===== config.mk =====
export PLATFORM = sky130hd
export DESIGN_NAME = sleepy_node_poll_timeout_ctrl
export DESIGN_NICKNAME = d
export VERILOG_FILES = /design/src/shared/sleepy_pkg.sv /design/src/hdl/sleepy_node_poll_timeout_ctrl.sv /design/src/hdl/ms_tick_gen.sv
export VERILOG_INCLUDE_DIRS = /design/src /design/src/shared
export SDC_FILE = /design/constraint.sdc
export NUM_CORES = 1
export LEC_CHECK = 0
export BUFFER_PORTS_ARGS = -buffer_cell sky130_fd_sc_hd__buf_2
export CORE_AREA = 5 5 191 193
export DETAILED_ROUTE_END_ITERATION = 7
export DIE_AREA = 0 0 196 198
export PLACE_DENSITY = 0.77
export SYNTH_ARGS = -nofsm -noshare
export SYNTH_HDL_FRONTEND = slang
export SYNTH_SLANG_ARGS = --single-unit
export TNS_END_PERCENT = 30

===== constraint.sdc =====
create_clock -name mclk -period 6.4 [get_ports mclk]
set_clock_uncertainty 0.1 [all_clocks]
set_input_delay 1.28 -clock mclk [delete_from_list [all_inputs] [get_ports mclk]]
set_output_delay 1.28 -clock mclk [all_outputs]
set_load 0.02 [all_outputs]

===== src/shared/sleepy_cfg.svh =====
// Constants for the sleepy end node poll and timeout controller
// Assumes a 40 MHz mclk and a 1 ms tick derived from it
`ifndef SLEEPY_CFG_SVH
`define SLEEPY_CFG_SVH

// ****************************************************************
// Clock and tick
// ****************************************************************
`define MCLK_PERIOD_NS 25
`define MS_TICK_NS     1000000
`define MS_TICK_CYCLES (`MS_TICK_NS / `MCLK_PERIOD_NS)

// ****************************************************************
// Timing in milliseconds, BTN_WAKE_S in seconds
// ****************************************************************
`define BTN_WAKE_S     30
`define BTN_WAKE_MS    16'(`BTN_WAKE_S * 1000)
`define REG_POLL_MS    16'h0064
`define FAST_POLL_MS   16'h000A
`define ACK_WAIT_MS    16'h0014
`define ORPHAN_WAIT_MS 16'h03E8
`define JOIN_WAIT_MS   16'h07D0
`define SP_UNIT_MS     16'h000A

// ****************************************************************
// Limits and codes
// ****************************************************************
`define MISS_LIMIT     2'h3
`define REJOIN_TRIES   2'h3
`define NJ_ASSOC_ONLY  8'hFF
`define MODE_CYCLIC    3'h4
`define MODE_CYC_PIN   3'h5

// ****************************************************************
// Register offsets (byte addresses)
// ****************************************************************
`define OFS_CTRL   8'h00
`define OFS_SP     8'h04
`define OFS_SN     8'h08
`define OFS_ST     8'h0C
`define OFS_NJ     8'h10
`define OFS_PO     8'h14
`define OFS_PANLO  8'h18
`define OFS_PANHI  8'h1C
`define OFS_CMD    8'h20
`define OFS_STATUS 8'h24

// ****************************************************************
// Field positions and reset values
// ****************************************************************
`define CTRL_PB_BIT    0
`define CTRL_MODE_LSB  1
`define CMD_SLEEP_BIT  0
`define RST_SP         12'h020
`define RST_SN         16'h0001
`define RST_ST         16'h1388
`define RST_NJ         8'hFF
`define RST_PAN        64'h0000_0000_0000_0000

`endif


===== src/shared/sleepy_pkg.sv =====
// Types shared by the sleepy end node controller files
// Assumes nothing beyond the constants header
package sleepy_pkg;

  // Node states, Gray coded along reset, sleep, poll, awake, search
  typedef enum logic [2:0] {
    ST_ORPHAN   = 3'h0,
    ST_ORPHWAIT = 3'h1,
    ST_SLEEP    = 3'h3,
    ST_POLL1    = 3'h2,
    ST_AWAKE    = 3'h6,
    ST_SCAN     = 3'h7,
    ST_REJOIN   = 3'h5,
    ST_ASSOC    = 3'h4
  } nodeState_t;

  // Events reported by the radio stack, one-cycle pulses
  typedef struct packed {
    logic pollAck;
    logic rxData;
    logic serialData;
    logic orphanResp;
    logic scanDone;
    logic rejoinResp;
    logic assocDone;
  } linkIn_t;

  // Requests to the radio stack, one-cycle pulses
  typedef struct packed {
    logic pollReq;
    logic orphanScanReq;
    logic panScanReq;
    logic rejoinReq;
    logic assocReq;
  } linkOut_t;

  // Register port request
  typedef struct packed {
    logic [7:0]  addr;
    logic [31:0] wdata;
    logic        wr;
    logic        rd;
  } regReq_t;

endpackage : sleepy_pkg


===== src/hdl/sleepy_node_poll_timeout_ctrl.sv =====
// Sleep, poll and parent-loss control of a cyclic sleep end node
// Assumes link events are one-cycle pulses synchronous to mclk
`timescale 1ns/1ps
`include "sleepy_cfg.svh"
module sleepy_node_poll_timeout_ctrl import sleepy_pkg::*; #(
  parameter int TICK_CYCLES = `MS_TICK_CYCLES
) (
  input  wire logic        mclk,                // 40 MHz clock
  input  wire logic        rst_n,               // Async reset, active low
  input  wire logic        ce,                  // Clock enable, freezes state
  input  wire regReq_t     regReq,              // Register access
  output logic [31:0]      regRdata,            // Read data, cycle after read
  input  wire logic        commissionButtonPin, // Button, active low press
  input  wire logic        pinWake,             // Wake pin for mode 5
  input  wire linkIn_t     linkIn,              // Radio stack events
  input  wire logic [63:0] scanPanId,           // Network id found by scan
  output linkOut_t         linkOut,             // Radio stack requests
  output logic             awakeInd             // On/sleep indicator
);

  // ****************************************************************
  // Helper functions
  // ****************************************************************
  // Register address match
  function automatic logic isAddr(input logic [7:0] a, input logic [7:0] ofs);
    return a == ofs;
  endfunction : isAddr

  // Choose association instead of rejoin
  function automatic logic pickAssoc(input logic [7:0] nj, input logic [1:0] fails);
    return (nj == `NJ_ASSOC_ONLY) || (fails >= `REJOIN_TRIES);
  endfunction : pickAssoc

  // ****************************************************************
  // Declarations
  // ****************************************************************
  logic        msTick;
  logic        pbEn_r;
  logic [2:0]  sleepMode_r;
  logic [11:0] sleepPeriod_r;
  logic [15:0] sleepCount_r;
  logic [15:0] untilSleep_r;
  logic [7:0]  joinWindow_r;
  logic [15:0] regPoll_r;
  logic [63:0] ownPanId_r;
  nodeState_t  state_r, stateNxt;
  logic [15:0] tmr_r, tmrNxt;
  logic [15:0] pollTmr_r, pollIvl_r, pollIvlNxt;
  logic [15:0] stCnt_r, btnCnt_r;
  logic [15:0] wakeCnt_r, wakeCntNxt;
  logic [1:0]  missCnt_r, missNxt, rejoinFail_r, failNxt;
  logic        ackWait_r, ackWaitNxt;
  logic        indOn_r, indNxt;
  logic        btnPrev_r;
  linkOut_t    reqNxt;
  logic        goSearch, goSleep;

  // Tick source
  ms_tick_gen #(.TICK_CYCLES(TICK_CYCLES)) u_tick (
    .mclk   (mclk),
    .rst_n  (rst_n),
    .ce     (ce),
    .msTick (msTick)
  );

  // ****************************************************************
  // Event decoding
  // ****************************************************************
  wire tick       = ce & msTick;
  wire btnFall    = btnPrev_r & ~commissionButtonPin;
  wire btnWake    = pbEn_r & btnFall;
  wire cyclic     = (sleepMode_r == `MODE_CYCLIC) || (sleepMode_r == `MODE_CYC_PIN);
  wire pinWakeNow = (sleepMode_r == `MODE_CYC_PIN) & pinWake;
  wire rxIn       = linkIn.rxData;
  wire dataIn     = linkIn.rxData | linkIn.serialData;
  wire stRun      = (stCnt_r != 16'h0000);
  wire wakeForced = btnWake | pinWakeNow | ~cyclic;
  wire stayAwake  = stRun | (btnCnt_r != 16'h0000) | wakeForced;
  wire lost       = (missCnt_r == `MISS_LIMIT);
  wire panMatch   = (scanPanId == ownPanId_r);
  wire pollFire   = (pollTmr_r == 16'h0000) & ~ackWait_r;
  wire [15:0] tmrDec  = (tick && tmr_r != 16'h0000) ? tmr_r - 16'h0001 : tmr_r;
  wire [15:0] sleepMs = 16'({4'h0, sleepPeriod_r} * `SP_UNIT_MS);
  wire [15:0] wakeInc = 16'(wakeCnt_r + 16'h0001);
  wire [16:0] ivlDbl  = {pollIvl_r, 1'b0};

  // Register strobes
  wire wrCtrl   = regReq.wr & isAddr(regReq.addr, `OFS_CTRL);
  wire sleepCmd = regReq.wr & isAddr(regReq.addr, `OFS_CMD) & regReq.wdata[`CMD_SLEEP_BIT];

  // Adaptive interval: fast after data, doubled per poll up to regular rate
  always_comb begin
    if (rxIn)
      pollIvlNxt = `FAST_POLL_MS;
    else if (reqNxt.pollReq)
      pollIvlNxt = (ivlDbl >= {1'b0, regPoll_r}) ? regPoll_r : ivlDbl[15:0];
    else
      pollIvlNxt = pollIvl_r;
  end

  // ****************************************************************
  // Node state machine
  // ****************************************************************
  always_comb begin
    stateNxt   = state_r;
    tmrNxt     = tmrDec;
    reqNxt     = '0;
    missNxt    = missCnt_r;
    ackWaitNxt = ackWait_r;
    failNxt    = rejoinFail_r;
    wakeCntNxt = wakeCnt_r;
    indNxt     = indOn_r | rxIn | btnWake | pinWakeNow;
    goSearch   = 1'b0;
    goSleep    = 1'b0;
    // Acknowledge window of the last poll
    if (linkIn.pollAck) begin
      missNxt    = 2'h0;
      ackWaitNxt = 1'b0;
    end else if (ackWait_r && tmr_r == 16'h0000) begin
      missNxt    = missCnt_r + 2'h1;
      ackWaitNxt = 1'b0;
    end
    case (state_r)
      ST_ORPHAN: begin
        reqNxt.orphanScanReq = 1'b1;
        tmrNxt               = `ORPHAN_WAIT_MS;
        stateNxt             = ST_ORPHWAIT;
      end
      ST_ORPHWAIT: begin
        if (linkIn.orphanResp)
          goSleep = 1'b1;
        else if (tmr_r == 16'h0000)
          goSearch = 1'b1;
      end
      ST_SLEEP: begin
        if (tmr_r == 16'h0000 || wakeForced) begin
          stateNxt       = ST_POLL1;
          reqNxt.pollReq = 1'b1;
          ackWaitNxt     = 1'b1;
          tmrNxt         = `ACK_WAIT_MS;
          if (wakeInc >= sleepCount_r) begin
            wakeCntNxt = 16'h0000;
            indNxt     = 1'b1;
          end else begin
            wakeCntNxt = wakeInc;
          end
        end
      end
      ST_POLL1: begin
        if (lost)
          goSearch = 1'b1;
        else if (!ackWait_r && (stayAwake || dataIn))
          stateNxt = ST_AWAKE;
        else if (!ackWait_r)
          goSleep = 1'b1;
      end
      ST_AWAKE: begin
        if (lost)
          goSearch = 1'b1;
        else if (sleepCmd || (!stayAwake && !dataIn && !ackWait_r))
          goSleep = 1'b1;
        else if (pollFire) begin
          reqNxt.pollReq = 1'b1;
          ackWaitNxt     = 1'b1;
          tmrNxt         = `ACK_WAIT_MS;
        end
      end
      ST_SCAN: begin
        if (linkIn.scanDone && panMatch) begin
          reqNxt.rejoinReq = 1'b1;
          stateNxt         = ST_REJOIN;
          tmrNxt           = `JOIN_WAIT_MS;
        end else if (linkIn.scanDone || tmr_r == 16'h0000) begin
          failNxt  = lost ? rejoinFail_r : rejoinFail_r + 2'h1;
          goSearch = 1'b1;
        end
      end
      ST_REJOIN: begin
        if (linkIn.rejoinResp) begin
          failNxt = 2'h0;
          goSleep = 1'b1;
        end else if (tmr_r == 16'h0000) begin
          failNxt  = (rejoinFail_r == `REJOIN_TRIES) ? rejoinFail_r : rejoinFail_r + 2'h1;
          goSearch = 1'b1;
        end
      end
      ST_ASSOC: begin
        if (linkIn.assocDone) begin
          failNxt = 2'h0;
          goSleep = 1'b1;
        end else if (tmr_r == 16'h0000) begin
          reqNxt.assocReq = 1'b1;
          tmrNxt          = `JOIN_WAIT_MS;
        end
      end
      default: stateNxt = ST_ORPHAN;
    endcase
    // New parent search, rejoin first unless forced to associate
    if (goSearch) begin
      missNxt    = 2'h0;
      ackWaitNxt = 1'b0;
      tmrNxt     = `JOIN_WAIT_MS;
      if (pickAssoc(joinWindow_r, failNxt)) begin
        stateNxt        = ST_ASSOC;
        reqNxt.assocReq = 1'b1;
      end else begin
        stateNxt          = ST_SCAN;
        reqNxt.panScanReq = 1'b1;
      end
    end
    // Sleep for one sleep period in cyclic modes, else go awake
    if (goSleep) begin
      stateNxt   = cyclic ? ST_SLEEP : ST_AWAKE;
      tmrNxt     = sleepMs;
      indNxt     = 1'b0;
      ackWaitNxt = 1'b0;
    end
  end

  // State and sequencing registers
  always_ff @(posedge mclk or negedge rst_n) begin
    if (!rst_n) begin
      state_r      <= ST_ORPHAN;
      tmr_r        <= 16'h0000;
      missCnt_r    <= 2'h0;
      ackWait_r    <= 1'b0;
      rejoinFail_r <= 2'h0;
      wakeCnt_r    <= 16'h0000;
      indOn_r      <= 1'b0;
      linkOut      <= '0;
      awakeInd     <= 1'b0;
    end else if (ce) begin
      state_r      <= stateNxt;
      tmr_r        <= tmrNxt;
      missCnt_r    <= missNxt;
      ackWait_r    <= ackWaitNxt;
      rejoinFail_r <= failNxt;
      wakeCnt_r    <= wakeCntNxt;
      indOn_r      <= indNxt;
      linkOut      <= reqNxt;
      awakeInd     <= indNxt && (stateNxt != ST_SLEEP);
    end
  end

  // Poll interval timer and adaptive rate
  always_ff @(posedge mclk or negedge rst_n) begin
    if (!rst_n) begin
      pollTmr_r <= 16'h0000;
      pollIvl_r <= `REG_POLL_MS;
    end else if (ce) begin
      pollIvl_r <= pollIvlNxt;
      if (reqNxt.pollReq)
        pollTmr_r <= pollIvlNxt;
      else if (rxIn)
        pollTmr_r <= `FAST_POLL_MS;
      else if (tick && pollTmr_r != 16'h0000)
        pollTmr_r <= pollTmr_r - 16'h0001;
    end
  end

  // Time-until-sleep and button wake windows
  always_ff @(posedge mclk or negedge rst_n) begin
    if (!rst_n) begin
      stCnt_r   <= 16'h0000;
      btnCnt_r  <= 16'h0000;
      btnPrev_r <= 1'b1;
    end else if (ce) begin
      btnPrev_r <= commissionButtonPin;
      if (cyclic && dataIn && state_r != ST_SLEEP)
        stCnt_r <= untilSleep_r;
      else if (sleepCmd || (tick && stRun))
        stCnt_r <= sleepCmd ? 16'h0000 : stCnt_r - 16'h0001;
      if (btnWake)
        btnCnt_r <= `BTN_WAKE_MS;
      else if (tick && btnCnt_r != 16'h0000)
        btnCnt_r <= btnCnt_r - 16'h0001;
    end
  end

  // ****************************************************************
  // Register file
  // ****************************************************************
  always_ff @(posedge mclk or negedge rst_n) begin
    if (!rst_n) begin
      pbEn_r        <= 1'b0;
      sleepMode_r   <= 3'h0;
      sleepPeriod_r <= `RST_SP;
      sleepCount_r  <= `RST_SN;
      untilSleep_r  <= `RST_ST;
      joinWindow_r  <= `RST_NJ;
      regPoll_r     <= `REG_POLL_MS;
      ownPanId_r    <= `RST_PAN;
    end else if (ce && regReq.wr) begin
      if (wrCtrl) begin
        pbEn_r      <= regReq.wdata[`CTRL_PB_BIT];
        sleepMode_r <= regReq.wdata[`CTRL_MODE_LSB +: 3];
      end
      if (isAddr(regReq.addr, `OFS_SP))    sleepPeriod_r      <= regReq.wdata[11:0];
      if (isAddr(regReq.addr, `OFS_SN))    sleepCount_r       <= regReq.wdata[15:0];
      if (isAddr(regReq.addr, `OFS_ST))    untilSleep_r       <= regReq.wdata[15:0];
      if (isAddr(regReq.addr, `OFS_NJ))    joinWindow_r       <= regReq.wdata[7:0];
      if (isAddr(regReq.addr, `OFS_PO))    regPoll_r          <= regReq.wdata[15:0];
      if (isAddr(regReq.addr, `OFS_PANLO)) ownPanId_r[31:0]   <= regReq.wdata;
      if (isAddr(regReq.addr, `OFS_PANHI)) ownPanId_r[63:32]  <= regReq.wdata;
    end
  end

  // Read selection, unmapped addresses read zero
  wire [31:0] statusWord = {22'h0, awakeInd, stRun, rejoinFail_r, missCnt_r, ackWait_r, state_r};
  wire [31:0] rdSel =
      isAddr(regReq.addr, `OFS_CTRL)   ? {28'h0, sleepMode_r, pbEn_r} :
      isAddr(regReq.addr, `OFS_SP)     ? {20'h0, sleepPeriod_r} :
      isAddr(regReq.addr, `OFS_SN)     ? {16'h0, sleepCount_r} :
      isAddr(regReq.addr, `OFS_ST)     ? {16'h0, untilSleep_r} :
      isAddr(regReq.addr, `OFS_NJ)     ? {24'h0, joinWindow_r} :
      isAddr(regReq.addr, `OFS_PO)     ? {16'h0, regPoll_r} :
      isAddr(regReq.addr, `OFS_PANLO)  ? ownPanId_r[31:0] :
      isAddr(regReq.addr, `OFS_PANHI)  ? ownPanId_r[63:32] :
      isAddr(regReq.addr, `OFS_STATUS) ? statusWord : 32'h0000_0000;

  // Read data register, valid only in the cycle after the strobe
  always_ff @(posedge mclk or negedge rst_n) begin
    if (!rst_n)
      regRdata <= 32'h0000_0000;
    else if (ce)
      regRdata <= regReq.rd ? rdSel : 32'h0000_0000;
  end
endmodule : sleepy_node_poll_timeout_ctrl


===== src/hdl/ms_tick_gen.sv =====
// Millisecond tick divider for the sleepy node controller
// Assumes mclk runs at the rate the tick count is derived for
`timescale 1ns/1ps
module ms_tick_gen #(
  parameter int TICK_CYCLES = 40000
) (
  input  wire logic mclk,   // System clock
  input  wire logic rst_n,  // Async reset, active low
  input  wire logic ce,     // Clock enable
  output logic      msTick  // One-cycle pulse each ms
);

  logic [15:0] divCnt_r;
  wire         wrap = (divCnt_r == 16'(TICK_CYCLES - 1));

  // Divide mclk down to the 1 ms tick
  always_ff @(posedge mclk or negedge rst_n) begin
    if (!rst_n) begin
      divCnt_r <= 16'h0000;
      msTick   <= 1'b0;
    end else if (ce) begin
      divCnt_r <= wrap ? 16'h0000 : divCnt_r + 16'h0001;
      msTick   <= wrap;
    end
  end

endmodule : ms_tick_gen


==> metrics.cfg, run 1 <==
[synthesis]
synth-seq-cells = 297
synth_ff_type = dfrtp_1
yosys.area.top_type = dfrtp_1
ys_top_cells_by_area = dfrtp_1 (41%), mux2_2 (9.7%), ha_1 (4.7%), xnor2_1 (3.6%), dfstp_2 (3.4%)
synthArstFlopShare = 1.000
synth.top_cell.area_share = 0.4064
synth-edff-count = 0
synth_cell_types = 79
seq_area_frac_synth = 0.4406
synth_nets = 1869
ys_warn_count = 0
synth_area_per_cell_sq_um = 10.04
syn_area_sq_um = 16930
syn_inst = 1687

[setup_path]
slowest_stage = or4b_2
cp_top_family = simple AND/OR/NAND/NOR gates
crit_path_start = regReq[38]
cpMostUsedCell = or4_1
end_kind = flop
crit_type = in -> reg
critPathBufInv = 1
required_ns = 6.72
arrival_ns = 4.61
max_stage_delay_ns = 0.70
startpoint_type = input pin
crit_chain = buf_2 -> or4b_2 -> nor3_2 -> or4_1 -> a2111oi_2 -> o21ai_2 -> nand2b_2 -> or4_1 -> o211ai_1
crit_fanout = 18
rr_startpoint = pollTmr_r[0]$_DFFE_PN0P_

[clock_network]
clkSlewWorstSetupHoldPaths_ns = 0.06
cts_buffers = 34
root_buffer = clkbuf_16
cts_tree = yes
h-tree-depth = 2
cts_buffer_depth = 3
clock-sinks = 297
cts_resized = 0
post_cts_buffers = 0
clock_latency_ns = 0.52
cts_hold_buf = 0

[run]
maxCapViolCount = 0

[power_and_ir_drop]
p_sw_mw = 1.837
switching_share = 0.3291
cellInternalPower_mw = 3.745
ir_drop_v = 0.0001744
power.density_nw_per_um2 = 289.3
seq_power_share = 0.410
p_clk_frac = 0.361
leakage_nw = 8.864
pwr-share-comb = 0.229

[floorplan]
die_w_um = 196
start_util = 0.4926
coreArea_sq_um = 34370
die_height_um = 198
rows = 68
boundaryPins = 156
die-area_sq_um = 38810

[detailed_routing]
vias_per_cell = 6.229
vias = 14365
final_antenna_net_count = 0
initialDrtViolationCount = 1291
drc = 0
drt-pass1-iter-count = 5
routedWlPerCell_um = 21.75
drt-total-wl_mm = 50.16

[finish]
syn2layout_area_growth_pct = 13.95
layout-drive-gt1-share = 0.2309
fin_util = 0.5613
final_nets = 2005
final_area_sq_um = 19290

[outcome]
status = finished, final reports clean

[global_route]
grt_pass1_vias = 14477
grt_pass1_wl_mm = 80.02
grt_overflow = 0
grt_usage = 0.2550
grt_max_degree = 188
antenna_found_initial = 6

[sta]
timing.setup.tns_ns = 0
fin_crit_sh = 0.6698
rsz0062_at_grt = false
hold_viol = 0
setup_viol = 0
drv_slew = 0
max_freq_mhz = 233.3
period_minus_slack_ns = 4.287
max_slew_margin = 0.2841
tightest_slew_ns = 1.073

[placed_design]
port_buffers = 155
dp_hpwl_mm = 36.63
dpl_cell_area_sq_um = 18140
place.gp.congestion = 0.9799

[hold_path]
hp-class = reg -> reg
hp-start = linkOut[1]$_DFFE_PN0P_

-- per-layer routing --
| metal | track usage | routed length, um | vias up |
|---|---|---|---|
| met5 | 0 | 35 | - |
| met4 | 0.09697 | 1930 | 6 |
| met3 | 0.06568 | 4941 | 121 |
| met2 | 0.4035 | 22770 | 685 |
| met1 | 0.3400 | 20480 | 7070 |
| li1 | - | - | 6483 |
-- stage by stage --
stage | hold WS (ns) | total power [mW] | setup WS (ns) | std cells
after detailed placement | 0.3687 | 3.566 | 1.632 | 2242
final | 0.3801 | 5.583 | 2.113 | 2306
after CTS | 0.3761 | 5.586 | 2.141 | 2304
after floorplan | 0.3377 | 3.157 | 2.718 | 1687
after global routing | 0.3912 | 5.856 | 1.917 | 2306
after global placement | 0.3577 | 3.525 | 1.769 | 2242
-- power groups by stage --
stage          clock [mW]  sequential [mW]  combinational [mW]
6_report             2.01             2.29                1.28
5_1_grt              2.12             2.31                1.42
4_1_cts              2.04             2.28                1.27
3_5_place_dp            0             2.31                1.26
3_3_place_gp            0             2.30                1.22
2_1_floorplan           0             2.23               0.928
-- cells in the mapped netlist, types with 26 or more instances --
| library cell | count |
|---|---|
| dfrtp_1 | 275 |
| mux2_2 | 146 |
| nor2_1 | 117 |
| o21ai_0 | 115 |
| nand2_1 | 93 |
| a21oi_1 | 86 |
| inv_1 | 73 |
| xnor2_1 | 70 |
| ha_1 | 63 |
| clkbuf_1 | 53 |
| nand3_1 | 49 |
| nor3_1 | 44 |
| nand2b_1 | 36 |
| a22oi_1 | 33 |
| nand4_1 | 27 |
| o2bb2ai_1 | 27 |
| xor2_1 | 26 |
-- placed cells by master (no fill, tap or decap), types with 27 or more instances in the layout --
cell type / netlist / layout
ha_1: 63 / 63
nand4_1: 27 / 27
nor3_1: 44 / 43
inv_1: 73 / 72
nand2_1: 93 / 93
o21ai_0: 115 / 114
a22oi_1: 33 / 33
a21oi_1: 86 / 86
clkbuf_16: 0 / 34
xnor2_1: 70 / 70
nor2_1: 117 / 116
mux2_2: 146 / 146
dfrtp_1: 275 / 275
nand3_1: 49 / 49
nand2b_1: 36 / 36
buf_2: 6 / 154
o2bb2ai_1: 27 / 27
-- final cells by class --
type                            instances  area (sq um)
Clock inverter                         19         226.5
Sequential cell                       297          7460
Clock buffer                           43         924.6
Multi-Input combinational cell       1247          8925
Inverter                               73         274.0
Fill cell                            3003         15080
Tap cell                              455         569.3
Antenna cell                            2         5.005
Timing Repair Buffer                  170         910.9
-- flip-flops by register name (all words and copies together), names as in the netlist, 2 cells and up --
| signal | cells |
|---|---|
| btnCnt_r | 16 |
| joinWindow_r | 8 |
| linkOut | 5 |
| missCnt_r | 2 |
| ownPanId_r | 64 |
| pollIvl_r | 16 |
| pollTmr_r | 16 |
| regPoll_r | 16 |
| regRdata | 32 |
| rejoinFail_r | 2 |
| sleepCount_r | 16 |
| sleepMode_r | 3 |
| sleepPeriod_r | 12 |
| stCnt_r | 16 |
| state_r | 3 |
| tmr_r | 16 |
| u_tick.divCnt_r | 16 |
| untilSleep_r | 16 |
| wakeCnt_r | 16 |
-- worst paths after layout --
| check | cells past startpoint | to | slack (ns) |
|---|---|---|---|
| min in group asynchronous | 1 | btnCnt_r[12]$_DFFE_PN0P_ | 0.53 |
| worst max-delay path | 9 | pollTmr_r[10]$_DFFE_PN0P_ | 2.11 |
| worst min-delay path | 1 | linkOut[1]$_DFFE_PN0P_ | 0.38 |
| max in group asynchronous | 2 | stCnt_r[1]$_DFFE_PN0P_ | 4.34 |
| worst max register to register | 10 | pollIvl_r[11]$_DFFE_PN0P_ | 2.38 |
| worst min register to register | 1 | linkOut[1]$_DFFE_PN0P_ | 0.38 |
-- kinds of logic after synthesis --
family          share of synthesized area
simple gates                       0.1544
compound gates                     0.1648
flops                              0.4406
mux                                0.1101
buf+inv                           0.03281
xor+xnor                          0.04966
fa+ha+maj                         0.04774
-- worst register-to-register path, stage by stage, from the launching register on --
cell       delay, ns
dfrtp_1         0.43
inv_1           0.12
ha_1            0.15
nor4b_1         0.36
nand2_1         0.17
or4_1           0.58
a2111oi_2       0.39
o21ai_2         0.31
nor2_2          0.92
nor2_1          0.10
a211oi_1        0.27
No activity file was read; power rests on OpenSTA's default activity.
==> run 2: changes to the inputs <==
Settings changed: PLACE_DENSITY 0.77 to 0.8.
Clock period 6.4 ns to 3.8 ns, I/O delays scaled along.
==> run 2 against run 1 <==
  * Cell area is 1.4% higher
  * Highest routed layer unchanged
  * Combinational power is 81% higher
  * Critical path depth is 4 higher
  * Critical path type is now reg -> reg
  * Hold slack worse by 0.29 ns
==> metrics.cfg, run 2 (synthesis results as in run 1) <==
[setup_path]
crit_type = reg -> reg
crit_chain = and3_1 -> and3_1 -> and3_1 -> and3_1 -> nand3_1 -> xnor2_1 -> ha_1 -> a21o_1 -> a21o_1 -> a21oi_1 -> o31ai_4 -> or2_1 -> o31ai_1
slowest_stage = dfrtp_1
max_stage_delay_ns = 0.43  ; -0.27 ns
arrival_ns = 3.88  ; -0.73 ns
critPathBufInv = 0  ; -1
r2r_slack_ns = 0.27  ; -2.11 ns
cpMostUsedCell = and3_1
cp_top_family = simple AND/OR/NAND/NOR gates
r2r_cells = 13  ; +3
startpoint_type = flop
crit_cells = 13  ; +4
crit_fanout = 9  ; -9
end_kind = flop
required_ns = 4.15  ; -2.57 ns

[global_route]
grt_max_degree = 75  ; -60%
grt_usage = 0.2628  ; +0.007778
grt_overflow = 0  ; unchanged
grt_pass1_wl_mm = 81.70  ; +2.1%
grt_pass1_vias = 14674  ; +1.4%
antenna_found_initial = 4  ; -2

[finish]
fillCellCount = 2928  ; -2.5%
layout_common_cells = dfrtp_1 (275), buf_2 (154), mux2_2 (146)
layout_commonest_cell = dfrtp_1
regMostFlops = ownPanId_r
largest_registers = ownPanId_r (64), regRdata (32)
syn2layout_area_growth_pct = 15.51
largest_register_ff_count = 64  ; unchanged
final_nets = 2040  ; +1.7%
layout-drive-gt1-share = 0.2419  ; +0.01097

[clock_network]
cts_buffer_depth = 3  ; unchanged
post_cts_buffers = 0  ; unchanged
h-tree-depth = 2  ; unchanged
clock_latency_ns = 0.55  ; +0.03 ns
clock-sinks = 297  ; unchanged
cts_tree = yes
clkSlewWorstSetupHoldPaths_ns = 0.06  ; about the same
cts_hold_buf = 0  ; unchanged
root_buffer = clkbuf_16
cts_resized = 1  ; +1
cts_buffers = 35  ; +2.9%

[sta]
setup_viol = 0  ; unchanged
tightest_slew_ns = 1.004  ; -0.06869 ns
max_slew_margin = 0.3245  ; +0.04039
fin_crit_sh = 0.9300
rsz0062_at_grt = false
drv_slew = 0  ; unchanged
hold_viol = 0  ; unchanged
max_freq_mhz = 283.0
hold_ws_ns = 0.08520  ; -0.2949 ns
period_minus_slack_ns = 3.534

[power_and_ir_drop]
leakage_nw = 9.030  ; +1.9%
total_power_mw = 9.409  ; +69%
power.density_nw_per_um2 = 481.0  ; +66%
ir_drop_v = 0.0003591  ; +110%

[outcome]
status = finished, final reports clean

[hold_path]
hp-class = in -> async

[floorplan]
die-area_sq_um = 38810  ; unchanged
coreArea_sq_um = 34370  ; unchanged
rows = 68  ; unchanged
die_height_um = 198  ; unchanged
start_util = 0.4926  ; unchanged
die_w_um = 196  ; unchanged
boundaryPins = 156  ; unchanged

[run]
maxCapViolCount = 0  ; unchanged

[placed_design]
port_buffers = 155  ; unchanged
dp_hpwl_mm = 37.74  ; +3.0%
place.gp.congestion = 0.9765  ; -0.35%

[detailed_routing]
drc = 0  ; unchanged
drt-total-wl_mm = 51.51  ; +2.7%
routedWlPerCell_um = 22.00  ; +1.1%
drt-pass1-iter-count = 6  ; +1
vias_per_cell = 6.257  ; +0.45%
final_antenna_net_count = 0  ; unchanged
vias = 14648  ; +2.0%
initialDrtViolationCount = 1585  ; +23%

[run 2: changes by cell type in the layout (fill, tap and decap cells not counted), sizes merged]
cell	previous run	this run
buf	170	204
bufinv	4	1
clkbuf	43	56
clkinv	8	5
clkinvlp	5	1
diode	2	1
inv	75	74
[run 2: power breakdown]
group | leakage (nW) | switching (mW) | internal, mW
clock network | 0.539 | 1.35 | 1.93
registers | 3.96 | 0.346 | 3.47
logic | 4.53 | 1.41 | 0.915
[run 2: layout make-up]
class                           instances  area [sq um]  area share
Multi-Input combinational cell       1247          8941      0.4571
Sequential cell                       297          7460      0.3814
Timing Repair Buffer                  204          1204     0.06154
Clock buffer                           56          1026     0.05246
Tap cell                              455         569.3     0.02911
Inverter                               73         274.0     0.01401
Clock inverter                          8         82.58    0.004222
Antenna cell                            1         2.502   0.0001279
[run 2: metrics by stage]
| stage | cells | area, sq um | util | TNS [ns] | setup slack [ns] |
|---|---|---|---|---|---|
| floorplan | 1687 | 16930 | - | 0 | 0.5261 |
| global placement | 2276 | 18430 | 0.5362 | 0 | 0.1187 |
| detailed placement | 2276 | 18430 | 0.5362 | -0.2606 | -0.04944 |
| CTS | 2340 | 19550 | 0.5686 | 0 | 0.1562 |
| global route | 2341 | 19560 | 0.5690 | 0 | 0.003726 |
| finish | 2341 | 19560 | 0.5690 | 0 | 0.2658 |
[run 2: final timing paths]
check / from / to
worst max-delay path: wakeCnt_r[2]$_DFFE_PN0P_ / wakeCnt_r[13]$_DFFE_PN0P_
worst min-delay path: rst_n / sleepPeriod_r[8]$_DFFE_PN0P_
worst max register to register: wakeCnt_r[2]$_DFFE_PN0P_ / wakeCnt_r[13]$_DFFE_PN0P_
worst min register to register: linkOut[4]$_DFFE_PN0P_ / linkOut[4]$_DFFE_PN0P_
max in group asynchronous: rst_n / regRdata[21]$_DFFE_PN0P_
min in group mclk: regReq[25] / ownPanId_r[55]$_DFFE_PN0P_
[run 2: per-layer routing]
metal  GRT usage  vias to the layer above  wire length [um]
met3     0.06636                      151              4744
met5           0                        -                21
met2      0.4200                      754             23260
met4      0.1089                        4              2303
met1      0.3436                     7179             21180
li1            -                     6560                 -
==> run 3: changes to the inputs <==
Settings changed: CORE_AREA 5 5 191 193 to 5 5 146 252, DIE_AREA 0 0 196 198 to 0 0 151 257.
==> run 3 against run 2 <==
  * Die area barely moved
  * Clock power fell by 8.9%
  * Sequential power barely moved
  * Combinational power barely moved
  * Hold slack improved by 0.015 ns
  * Cell area fell by 0.79%
  * Register-to-register slack improved by 0.05 ns
  * Sequential share of layout area rose by 0.31 points
  * Total power fell by 2.6%
  * Cell count fell by 0.38%
  * Core utilization fell by 0.59 points
  * Critical path type unchanged
==> metrics.cfg, run 3 (synthesis results as in run 1) <==
[run]
maxCapViolCount = 0  ; unchanged

[finish]
syn2layout_area_growth_pct = 14.59
multi_input_area_sq_um = 8936  ; about the same
largest_registers = ownPanId_r (64), regRdata (32)
largest_register_ff_count = 64  ; unchanged
final_nets = 2033  ; -0.34%
layout-drive-gt1-share = 0.2421  ; about the same
stdcell_count = 2332  ; -0.38%
regMostFlops = ownPanId_r
regArea_sq_um = 7460  ; unchanged
layout_commonest_cell = dfrtp_1
layout_common_cells = dfrtp_1 (275), buf_2 (154), mux2_2 (146)
fillCellCount = 3013  ; +2.9%

[clock_network]
cts_tree = yes
post_cts_buffers = 0  ; unchanged
cts_buffer_depth = 3  ; unchanged
clock-sinks = 297  ; unchanged
clock_latency_ns = 0.58  ; +0.03 ns
clkSlewWorstSetupHoldPaths_ns = 0.07  ; about the same
cts_buffers = 28  ; -20%
h-tree-depth = 1  ; -1
root_buffer = clkbuf_16

[detailed_routing]
drt-total-wl_mm = 55.17  ; +7.1%
initialDrtViolationCount = 1405  ; -11%
final_antenna_net_count = 0  ; unchanged
vias_per_cell = 6.304  ; +0.75%
vias = 14701  ; +0.36%
drc = 0  ; unchanged
drt-pass1-iter-count = 7  ; +1
routedWlPerCell_um = 23.66  ; +7.5%

[power_and_ir_drop]
pwr-share-comb = 0.256  ; +0.009
leakage_nw = 8.960  ; -0.78%
p_clk_frac = 0.326  ; -0.022
switching_share = 0.3397  ; +0.01017
total_power_mw = 9.164  ; -2.6%
p_sw_mw = 3.113  ; +0.41%
seq_power_share = 0.418  ; +0.013
ir_drop_v = 0.0004104  ; +14%
cellInternalPower_mw = 6.051  ; -4.1%
power.density_nw_per_um2 = 472.3  ; -1.8%

[placed_design]
port_buffers = 155  ; unchanged
dp_hpwl_mm = 41.28  ; +9.4%
place.gp.congestion = 1.032  ; +5.6%
numPlacedInstances = 2281  ; +0.22%

[global_route]
grt_pass1_vias = 15248  ; +3.9%
grt_overflow = 0  ; unchanged
grt_usage = 0.2842  ; +0.02144
grt_max_degree = 106  ; +41%
antenna_found_initial = 1  ; -3
grt_pass1_wl_mm = 85.56  ; +4.7%

[setup_path]
end_kind = flop
required_ns = 4.18  ; +0.03 ns
crit_fanout = 8  ; -1
arrival_ns = 3.87  ; about the same
crit_type = reg -> reg
startpoint_type = flop

[outcome]
status = finished, final reports clean

[floorplan]
coreArea_sq_um = 34460  ; +0.25%
boundaryPins = 156  ; unchanged
rows = 90  ; +32%
die_height_um = 257  ; +30%
die-area_sq_um = 38810  ; about the same
start_util = 0.4914  ; -0.001216
die_w_um = 151  ; -23%

[sta]
setup_viol = 0  ; unchanged
period_minus_slack_ns = 3.487  ; -0.04682 ns
rsz0062_at_grt = false
drv_slew = 0  ; unchanged
tightest_slew_ns = 1.183  ; +0.1786 ns
hold_viol = 0  ; unchanged
fin_crit_sh = 0.9177  ; -0.01232
hold_ws_ns = 0.1004  ; +0.01521 ns
timing.setup.tns_ns = 0  ; unchanged
max_freq_mhz = 286.7  ; +1.3%
max_slew_margin = 0.2043  ; -0.1202

[hold_path]
hp-class = in -> async

==> run 3: cell types whose count changed in the layout (fill, tap and decap cells not counted), sizes merged <==
| cell | before | now |
|---|---|---|
| bufinv | 1 | 3 |
| clkbuf | 56 | 35 |
| clkinv | 5 | 8 |
| clkinvlp | 1 | 2 |
| inv | 74 | 75 |
==> run 3: layer usage <==
layer / part of all wire / up-vias / GRT usage
li1: - / 6514 / -
met1: 0.34 / 7204 / 0.3040
met2: 0.50 / 736 / 0.4914
met3: 0.066 / 247 / 0.05458
met4: 0.091 / 0 / 0.2042
met5: 0 / - / 0
==> run 3: metrics by stage <==
step | worst slack, ns | utilization | cell area, sq um
after floorplan | 0.5261 | - | 16930
after global placement | 0.2465 | 0.5352 | 18440
after detailed placement | 0.1889 | 0.5352 | 18440
after CTS | 0.2536 | 0.5629 | 19390
after global routing | 0.03817 | 0.5630 | 19400
final | 0.3126 | 0.5631 | 19400
==> run 3: repair_timing <==
item	in CTS	in global routing
resized for setup	0	2
setup endpoints to repair	0	11
hold buffers	0	0
==> run 3: final timing paths <==
kind | endpoint | from | slack [ns] | depth (start not counted)
worst max-delay path | wakeCnt_r[13]$_DFFE_PN0P_ | wakeCnt_r[0]$_DFFE_PN0P_ | 0.31 | 13
worst min-delay path | regRdata[17]$_DFFE_PN0P_ | rst_n | 0.10 | 1
worst max register to register | wakeCnt_r[13]$_DFFE_PN0P_ | wakeCnt_r[0]$_DFFE_PN0P_ | 0.31 | 13
worst min register to register | u_tick.divCnt_r[3]$_DFFE_PN0P_ | u_tick.divCnt_r[3]$_DFFE_PN0P_ | 0.37 | 1
max in group asynchronous | pollIvl_r[6]$_DFFE_PN1P_ | rst_n | 2.50 | 2
min in group mclk | ownPanId_r[21]$_DFFE_PN0P_ | regReq[23] | 0.33 | 2
==> run 3: power groups by stage <==
| stage | combinational (mW) | sequential, mW | clock [mW] |
|---|---|---|---|
| 4_1_cts | 2.32 | 3.81 | 3.00 |
| 6_report | 2.35 | 3.83 | 2.98 |
| 5_1_grt | 2.58 | 3.87 | 3.15 |
| 3_3_place_gp | 2.25 | 3.85 | 0 |
| 3_5_place_dp | 2.30 | 3.87 | 0 |
| 2_1_floorplan | 1.56 | 3.75 | 0 |
==> run 3: area by class of cell <==
class,count,share of cell area
multi-input combinational,1247,0.4605
sequential,297,0.3844
timing repair buffer,204,0.06203
clock buffer,35,0.04011
tap,460,0.02966
inverter,73,0.01412
clock inverter,15,0.008963
antenna,1,0.0001290
==> run 3: worst max-delay path, stage by stage, from the launching register on <==
cell     delay [ns]
dfrtp_1        0.45
ha_1           0.29
and3_1         0.26
and3_1         0.25
and3_1         0.30
xor2_1         0.18
ha_1           0.27
a21o_1         0.16
a21oi_1        0.20
nand2_1        0.08
a21oi_1        0.15
o31ai_2        0.09
or2_1          0.35
o31ai_1        0.25
